==> src/core/pllcfg_pkg.sv <==
// Purpose: Shared constants and types for the loop configuration link.
// Assumes: One core clock of 100 MHz.
// Notes: Field widths and codes of the loop settings live here.
package pllcfg_pkg;
	localparam int FB_DIV_W = 6;
	localparam int OUT_DIV_W = 6;
	localparam int OSC_W = 3;
	localparam int DELAY_W = 5;
	localparam int MULT_W = 7;
	localparam logic [6:0] MULT_MAX = 7'h40;
	localparam logic [2:0] OSC_400_1000 = 3'h0;
	localparam logic [2:0] OSC_200_400 = 3'h1;
	localparam logic [2:0] OSC_100_200 = 3'h3;
	localparam logic [2:0] OSC_50_100 = 3'h5;
	localparam logic [2:0] OSC_20_50 = 3'h7;
	localparam int DELAY_STEP_PS = 250;
	localparam int DELAY_MAX_STEPS = 15;
	localparam int DELAY_SIGN_BIT = 4;
	localparam int CLK_PERIOD_NS = 10;
	localparam int LOCK_TIME_NS = 2000;
	localparam int LOCK_CYCLES = (LOCK_TIME_NS + CLK_PERIOD_NS - 1) / CLK_PERIOD_NS;
	localparam int LOCK_CNT_W = 16;
	localparam logic [7:0] REG_CTRL = 8'h00;
	localparam logic [7:0] REG_STAT = 8'h04;
	localparam int CTRL_SLEEP_BIT = 0;
	localparam int CTRL_RANGE_BIT = 1;
	localparam int CTRL_FBDIV_LSB = 8;
	localparam int CTRL_OUTDIV_LSB = 16;
	localparam int CTRL_OSC_LSB = 24;
	localparam int CTRL_DELAY_LSB = 27;
	localparam logic [31:0] CTRL_RESET = 32'h0000_0000;
	localparam int STAT_LOCK_BIT = 0;
	localparam int STAT_SETTLED_BIT = 1;
	localparam int STAT_MULT_LSB = 8;
endpackage

==> src/core/pllcfg_if.sv <==
// Purpose: Connection between the loop end and the fabric controller end.
// Assumes: All settings are levels, synchronous to the core clock.
// Notes: No bidirectional pins; the reference clock is a plain input on the loop end.
`timescale 1ns/1ns
interface pllcfg_if;
	import pllcfg_pkg::*;
	logic sleepControl;
	logic [FB_DIV_W-1:0] feedbackDividerCode;
	logic [OUT_DIV_W-1:0] output1DividerCode;
	logic inputRangeSelect;
	logic [OSC_W-1:0] outputRangeSelect;
	logic [DELAY_W-1:0] clockDelayCode;
	logic lock;
	logic primaryClockOut;
	logic secondaryClockOut;
	logic loopReturnIn;
	modport loop_end (
		input sleepControl, feedbackDividerCode, output1DividerCode, inputRangeSelect,
		input outputRangeSelect, clockDelayCode, loopReturnIn,
		output lock, primaryClockOut, secondaryClockOut
	);
	modport fabric_end (
		output sleepControl, feedbackDividerCode, output1DividerCode, inputRangeSelect,
		output outputRangeSelect, clockDelayCode, loopReturnIn,
		input lock, primaryClockOut, secondaryClockOut
	);
endinterface

==> src/core/pllcfg_loop.sv <==
// Purpose: Behavioural loop end: takes settings, makes two divided clocks and lock.
// Assumes: Reference clock stands in as an input sampled on core_clk.
// Notes: Clocks are modelled as toggles of an internal oscillator count.
// Operation
// - Feedback code plus one gives multiplier
// - Output1 code sets primary clock division
// - Range bit zero for fast reference
// - Output range select uses listed codes
// - Delay code is sign and magnitude
// - Lock output high once loop locked
// - Reference kept in range by user
// - Feedback, reference, routed selects are configuration-only
// - Global network selects are configuration-only
// - Secondary clock returns as feedback
// - Sleep low powers loop down
`timescale 1ns/1ns
module pllcfg_loop
	import pllcfg_pkg::*;
#(
	parameter int LOCK_WAIT = LOCK_CYCLES,
	parameter logic FEEDBACK_SOURCE_SELECT = 1'b0,
	parameter logic REFERENCE_SOURCE_SELECT = 1'b0,
	parameter logic ROUTED_OUTPUT_SELECT = 1'b0,
	parameter logic [1:0] PLL_GLOBAL_SELECT = 2'h0,
	parameter logic [1:0] GLOBAL_ROOT_SELECT = 2'h0
) (
	input wire logic core_clk,
	input wire logic rstn,
	input wire logic referenceClockIn,
	pllcfg_if.loop_end link,
	output logic globalClockOut
);
	typedef enum logic [1:0] {LP_SLEEP, LP_ACQUIRE, LP_LOCKED} pllcfg_lstate_type;
	typedef struct packed {
		pllcfg_lstate_type st;
		logic [LOCK_CNT_W-1:0] cnt;
		logic [FB_DIV_W+OUT_DIV_W+OSC_W+DELAY_W:0] cfg;
		logic [OUT_DIV_W-1:0] divCnt;
		logic primary_clock_out;
		logic secondary_clock_out;
		logic lock;
	} pllcfg_loop_type;
	pllcfg_loop_type st_r, st_nxt;
	logic [FB_DIV_W+OUT_DIV_W+OSC_W+DELAY_W:0] cfgNow;
	logic [MULT_W-1:0] multiplier;
	logic [DELAY_W-2:0] delayMag;
	logic delayNeg;

	// Snapshot of every live setting except sleepControl; any change while awake restarts acquisition
	assign cfgNow = {link.inputRangeSelect, link.feedbackDividerCode, link.output1DividerCode,
		link.outputRangeSelect, link.clockDelayCode};
	assign multiplier = MULT_W'(link.feedbackDividerCode) + 7'h01;
	assign delayNeg = link.clockDelayCode[DELAY_SIGN_BIT];
	assign delayMag = link.clockDelayCode[DELAY_W-2:0];

	// Next state of the loop model
	always_comb begin
		st_nxt = st_r;
		st_nxt.cfg = cfgNow;
		case (st_r.st)
			LP_SLEEP: begin
				st_nxt.lock = 1'b0;
				st_nxt.primary_clock_out = 1'b0;
				st_nxt.secondary_clock_out = 1'b0;
				if (link.sleepControl) begin
					st_nxt.st = LP_ACQUIRE;
					st_nxt.cnt = '0;
				end
			end
			LP_ACQUIRE: begin
				st_nxt.lock = 1'b0;
				st_nxt.cnt = st_r.cnt + 16'h0001;
				if (st_r.cnt >= LOCK_CNT_W'(LOCK_WAIT - 1)) begin
					st_nxt.st = LP_LOCKED;
				end
			end
			default: begin
				st_nxt.lock = 1'b1;
			end
		endcase
		// Settings change drops lock; the loop must settle again
		if (st_r.st != LP_SLEEP && cfgNow != st_r.cfg) begin
			st_nxt.st = LP_ACQUIRE;
			st_nxt.cnt = '0;
			st_nxt.lock = 1'b0;
		end
		if (!link.sleepControl) begin
			st_nxt.st = LP_SLEEP;
			st_nxt.lock = 1'b0;
		end
		// Oscillator stand-in: reference-paced, primary divided by code plus one
		if (st_r.st != LP_SLEEP && referenceClockIn) begin
			st_nxt.secondary_clock_out = ~st_r.secondary_clock_out;
			if (st_r.divCnt >= link.output1DividerCode) begin
				st_nxt.divCnt = '0;
				st_nxt.primary_clock_out = ~st_r.primary_clock_out;
			end else begin
				st_nxt.divCnt = st_r.divCnt + 6'h01;
			end
		end
	end

	// State register; lock and clocks are low after reset
	always_ff @(posedge core_clk or negedge rstn) begin
		if (!rstn) begin
			st_r <= '0;
		end else begin
			st_r <= st_nxt;
		end
	end

	assign link.lock = st_r.lock;
	assign link.primaryClockOut = st_r.primary_clock_out;
	assign link.secondaryClockOut = st_r.secondary_clock_out;
	// Fixed selects: parameters only, user logic cannot reach them
	assign globalClockOut = (PLL_GLOBAL_SELECT[0] ^ GLOBAL_ROOT_SELECT[0])
		? (ROUTED_OUTPUT_SELECT ? st_r.secondary_clock_out : link.loopReturnIn) : st_r.primary_clock_out;
endmodule

==> src/flat_wrapper.sv <==
// flat-port wrapper written by rule: the top's interface ports become plain ports
module pllcfg_loop_flat import pllcfg_pkg::*;
#(
	parameter int LOCK_WAIT = LOCK_CYCLES,
	parameter logic FEEDBACK_SOURCE_SELECT = 1'b0,
	parameter logic REFERENCE_SOURCE_SELECT = 1'b0,
	parameter logic ROUTED_OUTPUT_SELECT = 1'b0,
	parameter logic [1:0] PLL_GLOBAL_SELECT = 2'h0,
	parameter logic [1:0] GLOBAL_ROOT_SELECT = 2'h0
)
  (core_clk, rstn, referenceClockIn, globalClockOut, link_sleepControl, link_feedbackDividerCode, link_output1DividerCode, link_inputRangeSelect, link_outputRangeSelect, link_clockDelayCode, link_loopReturnIn, link_lock, link_primaryClockOut, link_secondaryClockOut);
  pllcfg_if link_i ();
  input wire logic core_clk;
  input wire logic rstn;
  input wire logic referenceClockIn;
  output logic globalClockOut;
  input wire logic [$bits(link_i.sleepControl)-1:0] link_sleepControl;
  input wire logic [$bits(link_i.feedbackDividerCode)-1:0] link_feedbackDividerCode;
  input wire logic [$bits(link_i.output1DividerCode)-1:0] link_output1DividerCode;
  input wire logic [$bits(link_i.inputRangeSelect)-1:0] link_inputRangeSelect;
  input wire logic [$bits(link_i.outputRangeSelect)-1:0] link_outputRangeSelect;
  input wire logic [$bits(link_i.clockDelayCode)-1:0] link_clockDelayCode;
  input wire logic [$bits(link_i.loopReturnIn)-1:0] link_loopReturnIn;
  output wire logic [$bits(link_i.lock)-1:0] link_lock;
  output wire logic [$bits(link_i.primaryClockOut)-1:0] link_primaryClockOut;
  output wire logic [$bits(link_i.secondaryClockOut)-1:0] link_secondaryClockOut;
  assign link_i.sleepControl = link_sleepControl;
  assign link_i.feedbackDividerCode = link_feedbackDividerCode;
  assign link_i.output1DividerCode = link_output1DividerCode;
  assign link_i.inputRangeSelect = link_inputRangeSelect;
  assign link_i.outputRangeSelect = link_outputRangeSelect;
  assign link_i.clockDelayCode = link_clockDelayCode;
  assign link_i.loopReturnIn = link_loopReturnIn;
  assign link_lock = link_i.lock;
  assign link_primaryClockOut = link_i.primaryClockOut;
  assign link_secondaryClockOut = link_i.secondaryClockOut;
  pllcfg_loop #(.LOCK_WAIT(LOCK_WAIT), .FEEDBACK_SOURCE_SELECT(FEEDBACK_SOURCE_SELECT), .REFERENCE_SOURCE_SELECT(REFERENCE_SOURCE_SELECT), .ROUTED_OUTPUT_SELECT(ROUTED_OUTPUT_SELECT), .PLL_GLOBAL_SELECT(PLL_GLOBAL_SELECT), .GLOBAL_ROOT_SELECT(GLOBAL_ROOT_SELECT)) u_core (.core_clk(core_clk), .rstn(rstn), .referenceClockIn(referenceClockIn), .link(link_i), .globalClockOut(globalClockOut));
endmodule
==> config.mk <==
export PLATFORM = sky130hd
export DESIGN_NAME = pllcfg_loop_flat
export DESIGN_NICKNAME = d
export VERILOG_FILES = /design/src/core/pllcfg_pkg.sv /design/src/core/pllcfg_if.sv /design/src/core/pllcfg_loop.sv /design/src/flat_wrapper.sv
export SDC_FILE = /design/constraint.sdc
export NUM_CORES = 1
export LEC_CHECK = 0
export ABC_CLOCK_PERIOD_IN_PS = 3900
export BUFFER_PORTS_ARGS = -buffer_cell sky130_fd_sc_hd__buf_2
export CELL_PAD_IN_SITES_DETAIL_PLACEMENT = 2
export CELL_PAD_IN_SITES_GLOBAL_PLACEMENT = 2
export CORE_MARGIN = 1
export CORE_UTILIZATION = 28
export CTS_CLUSTER_SIZE = 8
export DETAILED_ROUTE_END_ITERATION = 12
export PLACE_DENSITY_LB_ADDON = 0.1
export SLEW_MARGIN = 20
export SYNTH_ARGS = -nofsm -noshare
export SYNTH_HDL_FRONTEND = slang
export SYNTH_SLANG_ARGS = --single-unit
==> constraint.sdc <==
create_clock -name core_clk -period 3.9 [get_ports core_clk]
set_input_delay 0.39 -clock core_clk [delete_from_list [all_inputs] [get_ports core_clk]]
set_output_delay 0.39 -clock core_clk [all_outputs]
set_load 0.1 [all_outputs]
=== Word-level counts from Yosys, hierarchy flattened ===
Index checks and enable logic that the tools add are counted.

* Bits in registers: 48
* Latch bits: 0
* RAM bits: 0
* Bits in read-only memories: 0
* Input bits: 26
* Logic and storage cells: 39
* Memories: 0

* Add/sub/neg operators: 2
* $mul: 0
* Div/mod/pow operators: 0
* $lt $le $gt $ge: 2
* Equality and inequality tests: 5
* Shift-type cells: 0
* Mux-type cells: 12
* Bitwise operators: 2
* Reduce and logical (&&, ||, !) cells: 9

{| class="wikitable"
|+ Operators with widths
! cell !! count
|-
| $mux 18 || 2
|-
| $pmux 18 s2 || 1
|-
| $ne 21x21->1 || 1
|-
| $add 16x1->16 const B || 1
|-
| $ge 16x8->1 const B || 1
|-
| $mux 2 || 4
|-
| $add 6x1->6 const B || 1
|-
| $ge 6x6->1 || 1
|-
| $mux 6 || 1
|-
| $mux 1 || 4
|-
| $ne 4x1->1 const B || 1
|-
| $ne 4x2->1 const B || 1
|-
| $reduce_and 2->1 || 2
|-
| $reduce_bool 2->1 || 2
|-
| $ne 3x2->1 const B || 1
|-
| $reduce_bool 3->1 || 1
|-
| $eq 2x1->1 const B || 1
|-
| $logic_and 1x1->1 || 2
|-
| $logic_not 2->1 || 1
|-
| $not 1->1 || 2
|-
| $reduce_or 2->1 || 1
|}

=== Logic depth before layout (Yosys ltp) ===
Gate-level depths: netlist of run 1.

* Depth in word-level cells: 5
* Gate-level depth with buffers: 8
* Mapped depth without buffers: 8

=== Worst setup path after synthesis of run 1 ===
Ideal clock, no wire load.

* Path type: input -> register
* Start point: input port link_feedbackDividerCode[3]
* End point: register u_core.st_r[47] (netlist bit)
* Arrival: 1.768 ns
* Required time: 3.827 ns
* Setup slack: 2.059 ns
* Stages on the path: 7
* Buffers on the path: 1
* Path through: xor2_1 -> nor4_1 -> nand4_1 -> nor4b_4 -> buf_6 -> nand2_1 -> a21oi_2

* Word-level cells in the longest chain between the ends: 4

{| class="wikitable"
|+ RTL lines
! element !! RTL line !! text
|-
| from (decl) || flat_wrapper.sv:18 || <nowiki>input wire logic [$bits(link_i.feedbackDividerCode)-1:0] link_feedbackDividerCode;</nowiki>
|-
| $ne 21x21->1 (*) || pllcfg_loop.sv:82 || <nowiki>if (st_r.st != LP_SLEEP && cfgNow != st_r.cfg) begin</nowiki>
|-
| $logic_and 1x1->1 (*) || pllcfg_loop.sv:82 ||
|-
| $ne 4x2->1 (no line), or another cell as far along || -- ||
|-
| $reduce_and 2->1 (no line) / $mux 2 (equally long branches) || -- ||
|-
| to (signal assigned) || pllcfg_loop.sv:108 || <nowiki>st_r <= st_nxt;</nowiki>
|-
| to (decl) || pllcfg_loop.sv:43 || <nowiki>pllcfg_loop_type st_r, st_nxt;</nowiki>
|}

Mark *: on every way between the ends. The rest lies on a longest branch, timed or not.
A chain may end at the register's enable or synchronous reset.

=== Worst setup path in the final report of run 1 ===
* Start point: register u_core.st_r[26] (netlist bit)
* End point: register u_core.st_r[47] (netlist bit)

* Word-level cells in the longest chain between the ends: 4

{| class="wikitable"
|+ RTL lines
! element !! RTL line
|-
| $ne 21x21->1 (*) || pllcfg_loop.sv:82
|-
| $logic_and 1x1->1 (*) || pllcfg_loop.sv:82
|-
| $ne 4x2->1 (no line), or another cell as far along || --
|-
| $reduce_and 2->1 (no line) / $mux 2 (equally long branches) || --
|}

Marked as above.

==> reports/metrics.csv, run 1 <==
stage;metric;value;unit
status;status;finished, final reports clean;
clock_tree;cts.sinks;48;
routing;wl_met3;153;um
critical_path;required;4.13;ns
global_routing;grt_usage;14.55;%
routing;drt_iter0_markers;38;
power;power.total;1.228;mW
power;power.density;444.3;nW/um^2
floorplan;dieArea;8999;um^2
critical_path;worstPathArrival;2.73;ns
routing;firstDrtPassIters;4;
routing;routed.top_layer;met4;
final_layout;layout_commonest_cell;dfrtp_1;
clock_tree;cts_root_buffer;clkbuf_8;
timing;worstMarginPinSlew;1.071;ns
routing;met2_length;2.797;mm
critical_path;cp-end-kind;flop;
floorplan;initial_core_util;29.10;%
clock_tree;clkSlewWorstSetupHoldPaths;0.09;ns
timing;worst_slack;1.407;ns
timing;setup_viol;0;
routing;drt-wirelength-per-cell;15.59;um
critical_path;cpPeakStageDelay;0.93;ns
logic_synthesis;syn-cell-area;2415;um^2
floorplan;rows;33;
timing;fin_crit_sh;63.93;%
critical_path;cp_max_fo;19;
place;dp_cells;373;
critical_path;reg2regPathDepth;6;
logic_synthesis;syn_nets;276;
clock_tree;cts_setup_buffers;0;
clock_tree;h-tree-depth;2;
logic_synthesis;synth.ff_latch_count;48;
final_layout;area_delta_synth_final;14.46;%
logic_synthesis;synth_warnings;0;
floorplan;io_pins;30;
clock_tree;cts_resized;0;
critical_path;startpoint_type;flop;
clock_tree;cts_tree;built;
final_layout;fin_nets;309;
logic_synthesis;syn_area_per_cell;9.979;um^2
floorplan;fp.dieW;94.87;um
timing;relSlewSlack;28.31;%
routing;avgViaCountPerCell;4.929;
routing;drt-total-wl;5.941;mm
final_layout;drive_gt1_share;17.03;%
routing;drc;0;
min_path;hold_path_class;in -> async;
timing;grt_setup_unrepaired;no;
critical_path;critPathKind;reg -> reg;
critical_path;r2r_end;u_core.st_r[47];
timing;finalClockSkew;0.004344;ns
floorplan;die_h;94.87;um
place;hpwlAfterDp;4.299;mm
flow_run;maxCapViolCount;0;
place;placed_area;2674;um^2
power;ir_drop;0.3887;mV
global_routing;antenna_found_initial;0;
routing;final_antenna_net_count;0;
final_layout;fin_area;2764;um^2
power;cellLeakagePower;1.265;nW
place;gp_congestion;0.6724;
timing;maxSlewViolCount;0;
logic_synthesis;synthDistinctLibCells;40;
routing;vias;1878;
final_layout;insertedDiodeCount;0;
critical_path;r2r_setup_slack;1.41;ns
final_layout;fill_cells;924;
logic_synthesis;yosysSeqAreaShare;49.74;%
timing;final-hold-violation-count;0;
clock_tree;hold_buffers;0;
timing;tns;0;ns
timing;fmax;0.4011;GHz
global_routing;grt_pass1_wl;9.901;mm
global_routing;overflow;0;
final_layout;instances_no_fill;381;
final_layout;final_cell_mix;dfrtp_1 (48), buf_2 (28), nand2_1 (26), xor2_1 (22), nand3_1 (21);
place;place_ws;1.223;ns
critical_path;r2r_start;u_core.st_r[26];
global_routing;grt_pass1_vias;2030;
floorplan;coreArea;8299;um^2
routing;met1_length;2.928;mm
timing;fin_crit;2.493;ns
critical_path;crit_chain;xor2_1 > nor4_1 > nand4_1 > nor4b_4 > nand2_1 > a21oi_2;
global_routing;grt_start_max_net_pins;49;
clock_tree;numCtsBuffers;5;
clock_tree;clk_path_buf_depth;2;
place;io_buffers;28;
clock_tree;clk_latency;0.30;ns
critical_path;cp_slowest_cell;nor4b_4;
logic_synthesis;netlist_instances;242;
==> per-stage QoR <==
stage | utilization, % | hold slack [ns]
finish | 33.30 | 0.1865
global route | 33.30 | 0.1931
CTS | 33.30 | 0.1956
detailed placement | 32.22 | 0.5237
global placement | 32.22 | 0.5213
floorplan | - | 0.09441
==> power breakdown <==
| part | switching, mW | total (mW) | leakage [nW] | internal, mW |
|---|---|---|---|---|
| clock network | 0.169 | 0.314 | 0.0455 | 0.145 |
| registers | 0.0507 | 0.596 | 0.606 | 0.545 |
| logic | 0.218 | 0.318 | 0.614 | 0.101 |
==> Yosys cell counts <==
cell / n / area share [%]
a2111oi_0: 1 / 0.36
a21o_1: 4 / 1.2
a21o_2: 2 / 0.73
a21oi_1: 10 / 2.1
a21oi_2: 1 / 0.36
a221o_1: 2 / 0.83
a22o_1: 2 / 0.73
a22o_2: 2 / 0.83
and3_1: 5 / 1.3
and3_4: 1 / 0.47
buf_2: 1 / 0.21
buf_4: 1 / 0.31
buf_6: 1 / 0.47
clkbuf_1: 1 / 0.16
dfrtp_1: 48 / 50
ha_1: 8 / 4.1
inv_1: 14 / 2.2
mux2_2: 1 / 0.47
mux2i_1: 4 / 1.7
nand2_1: 26 / 4.0
nand2b_1: 1 / 0.26
nand3_1: 21 / 4.4
nand4_1: 3 / 0.78
nand4b_1: 1 / 0.36
nor2_1: 18 / 2.8
nor3_1: 8 / 1.7
nor4_1: 12 / 3.1
nor4b_4: 1 / 0.98
o2111ai_1: 1 / 0.36
o211ai_1: 1 / 0.31
o21a_1: 1 / 0.31
o21ai_0: 9 / 1.9
o21ai_2: 1 / 0.36
o21bai_1: 1 / 0.31
o31ai_1: 1 / 0.31
or2_2: 1 / 0.26
or3_1: 2 / 0.52
or4_4: 1 / 0.47
xnor2_1: 1 / 0.36
xor2_1: 22 / 8.0
==> layout make-up <==
class                           instances  area [um^2]  share of cell area, %
Multi-Input combinational cell        176         1134                  41.01
Clock buffer                            8        90.09                  3.259
Sequential cell                        48         1201                  43.46
Timing Repair Buffer                   30        155.1                  5.613
Tap cell                              105        131.4                  4.753
Inverter                               14        52.55                  1.901
==> worst max path at each step <==
stage                                start              end  slack [ns]  cells past startpoint
6_report                   u_core.st_r[26]  u_core.st_r[47]        1.41                      6
5_1_grt                    u_core.st_r[26]  u_core.st_r[40]        1.17                      6
4_1_cts                    u_core.st_r[26]  u_core.st_r[35]        1.31                      6
3_5_place_dp   link_feedbackDividerCode[3]  u_core.st_r[35]        1.22                      7
3_3_place_gp   link_feedbackDividerCode[3]  u_core.st_r[40]        1.34                      7
2_1_floorplan  link_feedbackDividerCode[3]  u_core.st_r[47]        2.06                      7
==> cell families (layout without fill, tap and decap cells) <==
family | count (synthesis) | after routing | share of synthesized area, %
AOI/OAI and AO/OA | 39 | 39 | 10.99
xor gates and xnor gates | 23 | 23 | 8.342
adders and majority gates | 8 | 8 | 4.145
buffers and inverters | 18 | 52 | 3.316
DFF | 48 | 48 | 49.74
muxes | 5 | 5 | 2.124
and+or+nand+nor | 101 | 101 | 21.35
==> registers in the layout, summed over array words and instances (netlist names) <==
name / cells
u_core.st_r: 45
u_core.globalClockOut: 1
u_core.link.lock: 1
u_core.link.secondaryClockOut: 1
==> worst max-delay path, delay by kind of cell, from the launching register on <==
kind,cells,cell delay (ns)
DFF,1,0.39
AOI/OAI and AO/OA,1,0.20
and+or+nand+nor,4,1.66
xor gates and xnor gates,1,0.18
==> routing by layer <==
metal	track usage, %	vias up
met1	18.87	937
li1	-	918
met5	0	-
met4	4.545	0
met2	24.22	18
met3	2.899	5
Note: power is estimated with default switching activity, not from simulation.
==> run 2: changes to the inputs <==
--- a/config.mk
+++ b/config.mk
@@ -5,7 +5,8 @@
 export SDC_FILE = /design/constraint.sdc
 export NUM_CORES = 1
 export LEC_CHECK = 0
-export ABC_CLOCK_PERIOD_IN_PS = 3900
+export ABC_AREA = 1
+export ABC_CLOCK_PERIOD_IN_PS = 2100
 export BUFFER_PORTS_ARGS = -buffer_cell sky130_fd_sc_hd__buf_2
 export CELL_PAD_IN_SITES_DETAIL_PLACEMENT = 2
 export CELL_PAD_IN_SITES_GLOBAL_PLACEMENT = 2
==> constraint.sdc (replaced) <==
create_clock -name core_clk -period 2.1 [get_ports core_clk]
set_input_delay 0.21 -clock core_clk [delete_from_list [all_inputs] [get_ports core_clk]]
set_output_delay 0.21 -clock core_clk [all_outputs]
set_load 0.1 [all_outputs]
==> reports/metrics.csv, run 2 <==
stage;metric;value;unit
status;status;finished, final reports clean;
logic_synthesis;synth_common_cells;nand2_1 (131), inv_1 (65), dfrtp_1 (48), nor2_1 (45);
logic_synthesis;synth_fa_ha_area_share;3.761;%
timing;fin_crit;1.767;ns
timing;finalClockSkew;0.007124;ns
power;power.share.switching;33.51;%
global_routing;antenna_found_initial;0;
critical_path;required;2.30;ns
logic_synthesis;syn_area_per_cell;7.271;um^2
logic_synthesis;synth_top_family_by_area;simple AND/OR/NAND/NOR gates;
logic_synthesis;syn-cell-area;2661;um^2
clock_tree;cts_root_buffer;clkbuf_8;
place;gp_congestion;0.7334;
clock_tree;clkSlewWorstSetupHoldPaths;0.09;ns
routing;firstDrtPassIters;4;
clock_tree;cts.sinks;48;
global_routing;top_usage_layer;met2;
logic_synthesis;yosys.area_share.simple;33.43;%
final_layout;multi_input_area;1186;um^2
routing;drt-total-wl;6.861;mm
routing;drt-wirelength-per-cell;12.95;um
logic_synthesis;ys_top_cells_by_area;dfrtp_1 (45%), nand2_1 (18%), inv_1 (9.2%), nor2_1 (6.3%), ha_1 (3.8%);
clock_tree;h-tree-depth;2;
power;combPwrFrac;22.3;%
logic_synthesis;yosysSeqAreaShare;45.13;%
timing;fmax;0.5660;GHz
critical_path;r2r_setup_slack;0.33;ns
power;power.density;680.7;nW/um^2
final_layout;regArea;1201;um^2
critical_path;cp_max_fo;5;
timing;tns;0;ns
clock_tree;clk_latency;0.30;ns
clock_tree;cts_tree;built;
global_routing;grt_use_met3;2.741;%
logic_synthesis;synthMuxAreaShare;0;%
global_routing;overflow;0;
logic_synthesis;synth_edf_count;0;
global_routing;grt_start_max_net_pins;19;
power;p_seq_share;51.5;%
flow_run;maxCapViolCount;0;
routing;final_antenna_net_count;0;
critical_path;r2r_start;u_core.st_r[30];
global_routing;grt.met1_usage;21.42;%
power;ir_drop;0.4319;mV
power;intPower;1.376;mW
timing;worstMarginPinSlew;0.5208;ns
timing;grt_setup_unrepaired;no;
timing;final-hold-violation-count;0;
final_layout;final_cell_mix;nand2_1 (131), inv_1 (65), dfrtp_1 (48), nor2_1 (45), buf_2 (28);
critical_path;startpoint_type;flop;
clock_tree;cts_setup_buffers;0;
routing;vias;2339;
critical_path;worstPathArrival;1.97;ns
power;p_clk_share;26.2;%
logic_synthesis;synth_warnings;0;
final_layout;insertedDiodeCount;0;
global_routing;grt_usage;15.36;%
clock_tree;numCtsBuffers;5;
logic_synthesis;synth.ff_latch_count;48;
timing;setup_viol;0;
power;switchingPower;0.6933;mW
routing;drt_iter0_markers;31;
place;place_ws;0.3313;ns
logic_synthesis;syn_nets;400;
timing;worst_slack;0.3333;ns
clock_tree;cts_resized;0;
critical_path;cp-end-kind;flop;
logic_synthesis;synth_xor_area_share;3.949;%
floorplan;initial_core_util;28.80;%
final_layout;fill_cells;1124;
logic_synthesis;async_flop_share;100.0;%
critical_path;crit_start;u_core.st_r[30];
floorplan;dieArea;9898;um^2
timing;fin_crit_sh;84.13;%
logic_synthesis;synth.top_cell.area_share;45.13;%
logic_synthesis;netlist_instances;366;
floorplan;coreArea;9240;um^2
final_layout;regMostFlops;u_core.st_r;
min_path;hold_path_class;in -> reg;
final_layout;drive_gt1_share;10.97;%
final_layout;fin_nets;435;
floorplan;die_h;99.49;um
critical_path;critPathCapture;u_core.st_r[44];
floorplan;io_pins;30;
routing;avgViaCountPerCell;4.413;
logic_synthesis;synth_ff_type;dfrtp_1;
critical_path;r2r_end;u_core.st_r[44];
logic_synthesis;synth_top_cell_by_area;dfrtp_1;
logic_synthesis;synth_compound_gate_area_share;3.432;%
clock_tree;clk_path_buf_depth;2;
power;power.total;2.069;mW
power;cellLeakagePower;1.693;nW
clock_tree;hold_buffers;1;
timing;maxSlewViolCount;0;
routing;drc;0;
logic_synthesis;yosysMostFrequentCell;nand2_1;
place;io_buffers;28;
floorplan;fp.dieW;99.49;um
critical_path;reg2regPathDepth;9;
place;hpwlAfterDp;5.487;mm
timing;relSlewSlack;65.28;%
final_layout;largest_reg_flops;45;
global_routing;met2_usage;24.89;%
logic_synthesis;synthDistinctLibCells;24;
floorplan;rows;35;
global_routing;grt_pass1_vias;2501;
final_layout;layout_commonest_cell;nand2_1;
critical_path;critPathKind;reg -> reg;
global_routing;grt_pass1_wl;11.97;mm
final_layout;area_delta_synth_final;14.20;%
==> run 2: cells by family after synthesis <==
group	Yosys count
simple gates	216
buf+inv	69
flops	48
compound gates	13
xor+xnor	12
fa+ha+maj	8
==> run 2: power by group through the flow <==
stage | registers [mW] | clock network (mW) | logic, mW
2_1_floorplan | 1.11 | 0 | 0.290
3_3_place_gp | 1.08 | 0 | 0.448
3_5_place_dp | 1.09 | 0 | 0.470
4_1_cts | 1.07 | 0.577 | 0.477
5_1_grt | 1.08 | 0.613 | 0.534
6_report | 1.07 | 0.542 | 0.461
==> run 2: area by class of cell <==
cell class | instances | share of cell area (%)
sequential | 48 | 39.52
timing repair buffer | 31 | 5.434
inverter | 66 | 8.152
clock buffer | 6 | 2.388
tap | 129 | 5.311
multi-input combinational | 249 | 39.03
clock inverter | 1 | 0.1647
==> run 2: worst max-delay path, cell delays in order (launching register included) <==
cell	delay, ns
dfrtp_1	0.42
ha_1	0.20
nand2_1	0.12
nor2_1	0.22
nand2_1	0.10
nor2_1	0.18
nand4_1	0.13
xor2_1	0.16
nand3_1	0.06
nand2_1	0.06
==> run 2: worst min-delay path by stage <==
| stage | start | to | slack, ns | depth (start not counted) |
|---|---|---|---|---|
| floorplan | rstn | u_core.globalClockOut | -0.09 | 0 |
| global placement | rstn | u_core.st_r[24] | 0.19 | 1 |
| detailed placement | rstn | u_core.st_r[21] | 0.19 | 1 |
| CTS | link_clockDelayCode[1] | u_core.st_r[10] | 0.03 | 1 |
| global route | link_clockDelayCode[4] | u_core.st_r[13] | 0.03 | 1 |
| finish | link_outputRangeSelect[1] | u_core.st_r[15] | 0.04 | 1 |
==> run 2: stage by stage <==
step                      hold slack, ns  cell area (um^2)  util, %  instances
after CTS                        0.02786              3039    32.89        530
final                            0.03915              3039    32.89        530
after global placement            0.1894              2952    31.94        522
after global routing             0.02788              3039    32.89        530
after detailed placement          0.1887              2952    31.94        522
after floorplan                 -0.08559              2661        -        366
==> run 2: per-layer routing <==
metal	share of wire [%]	wire length, um
met1	52	3584
met2	45	3063
met3	2.2	148
met4	0.95	65
met5	0	0
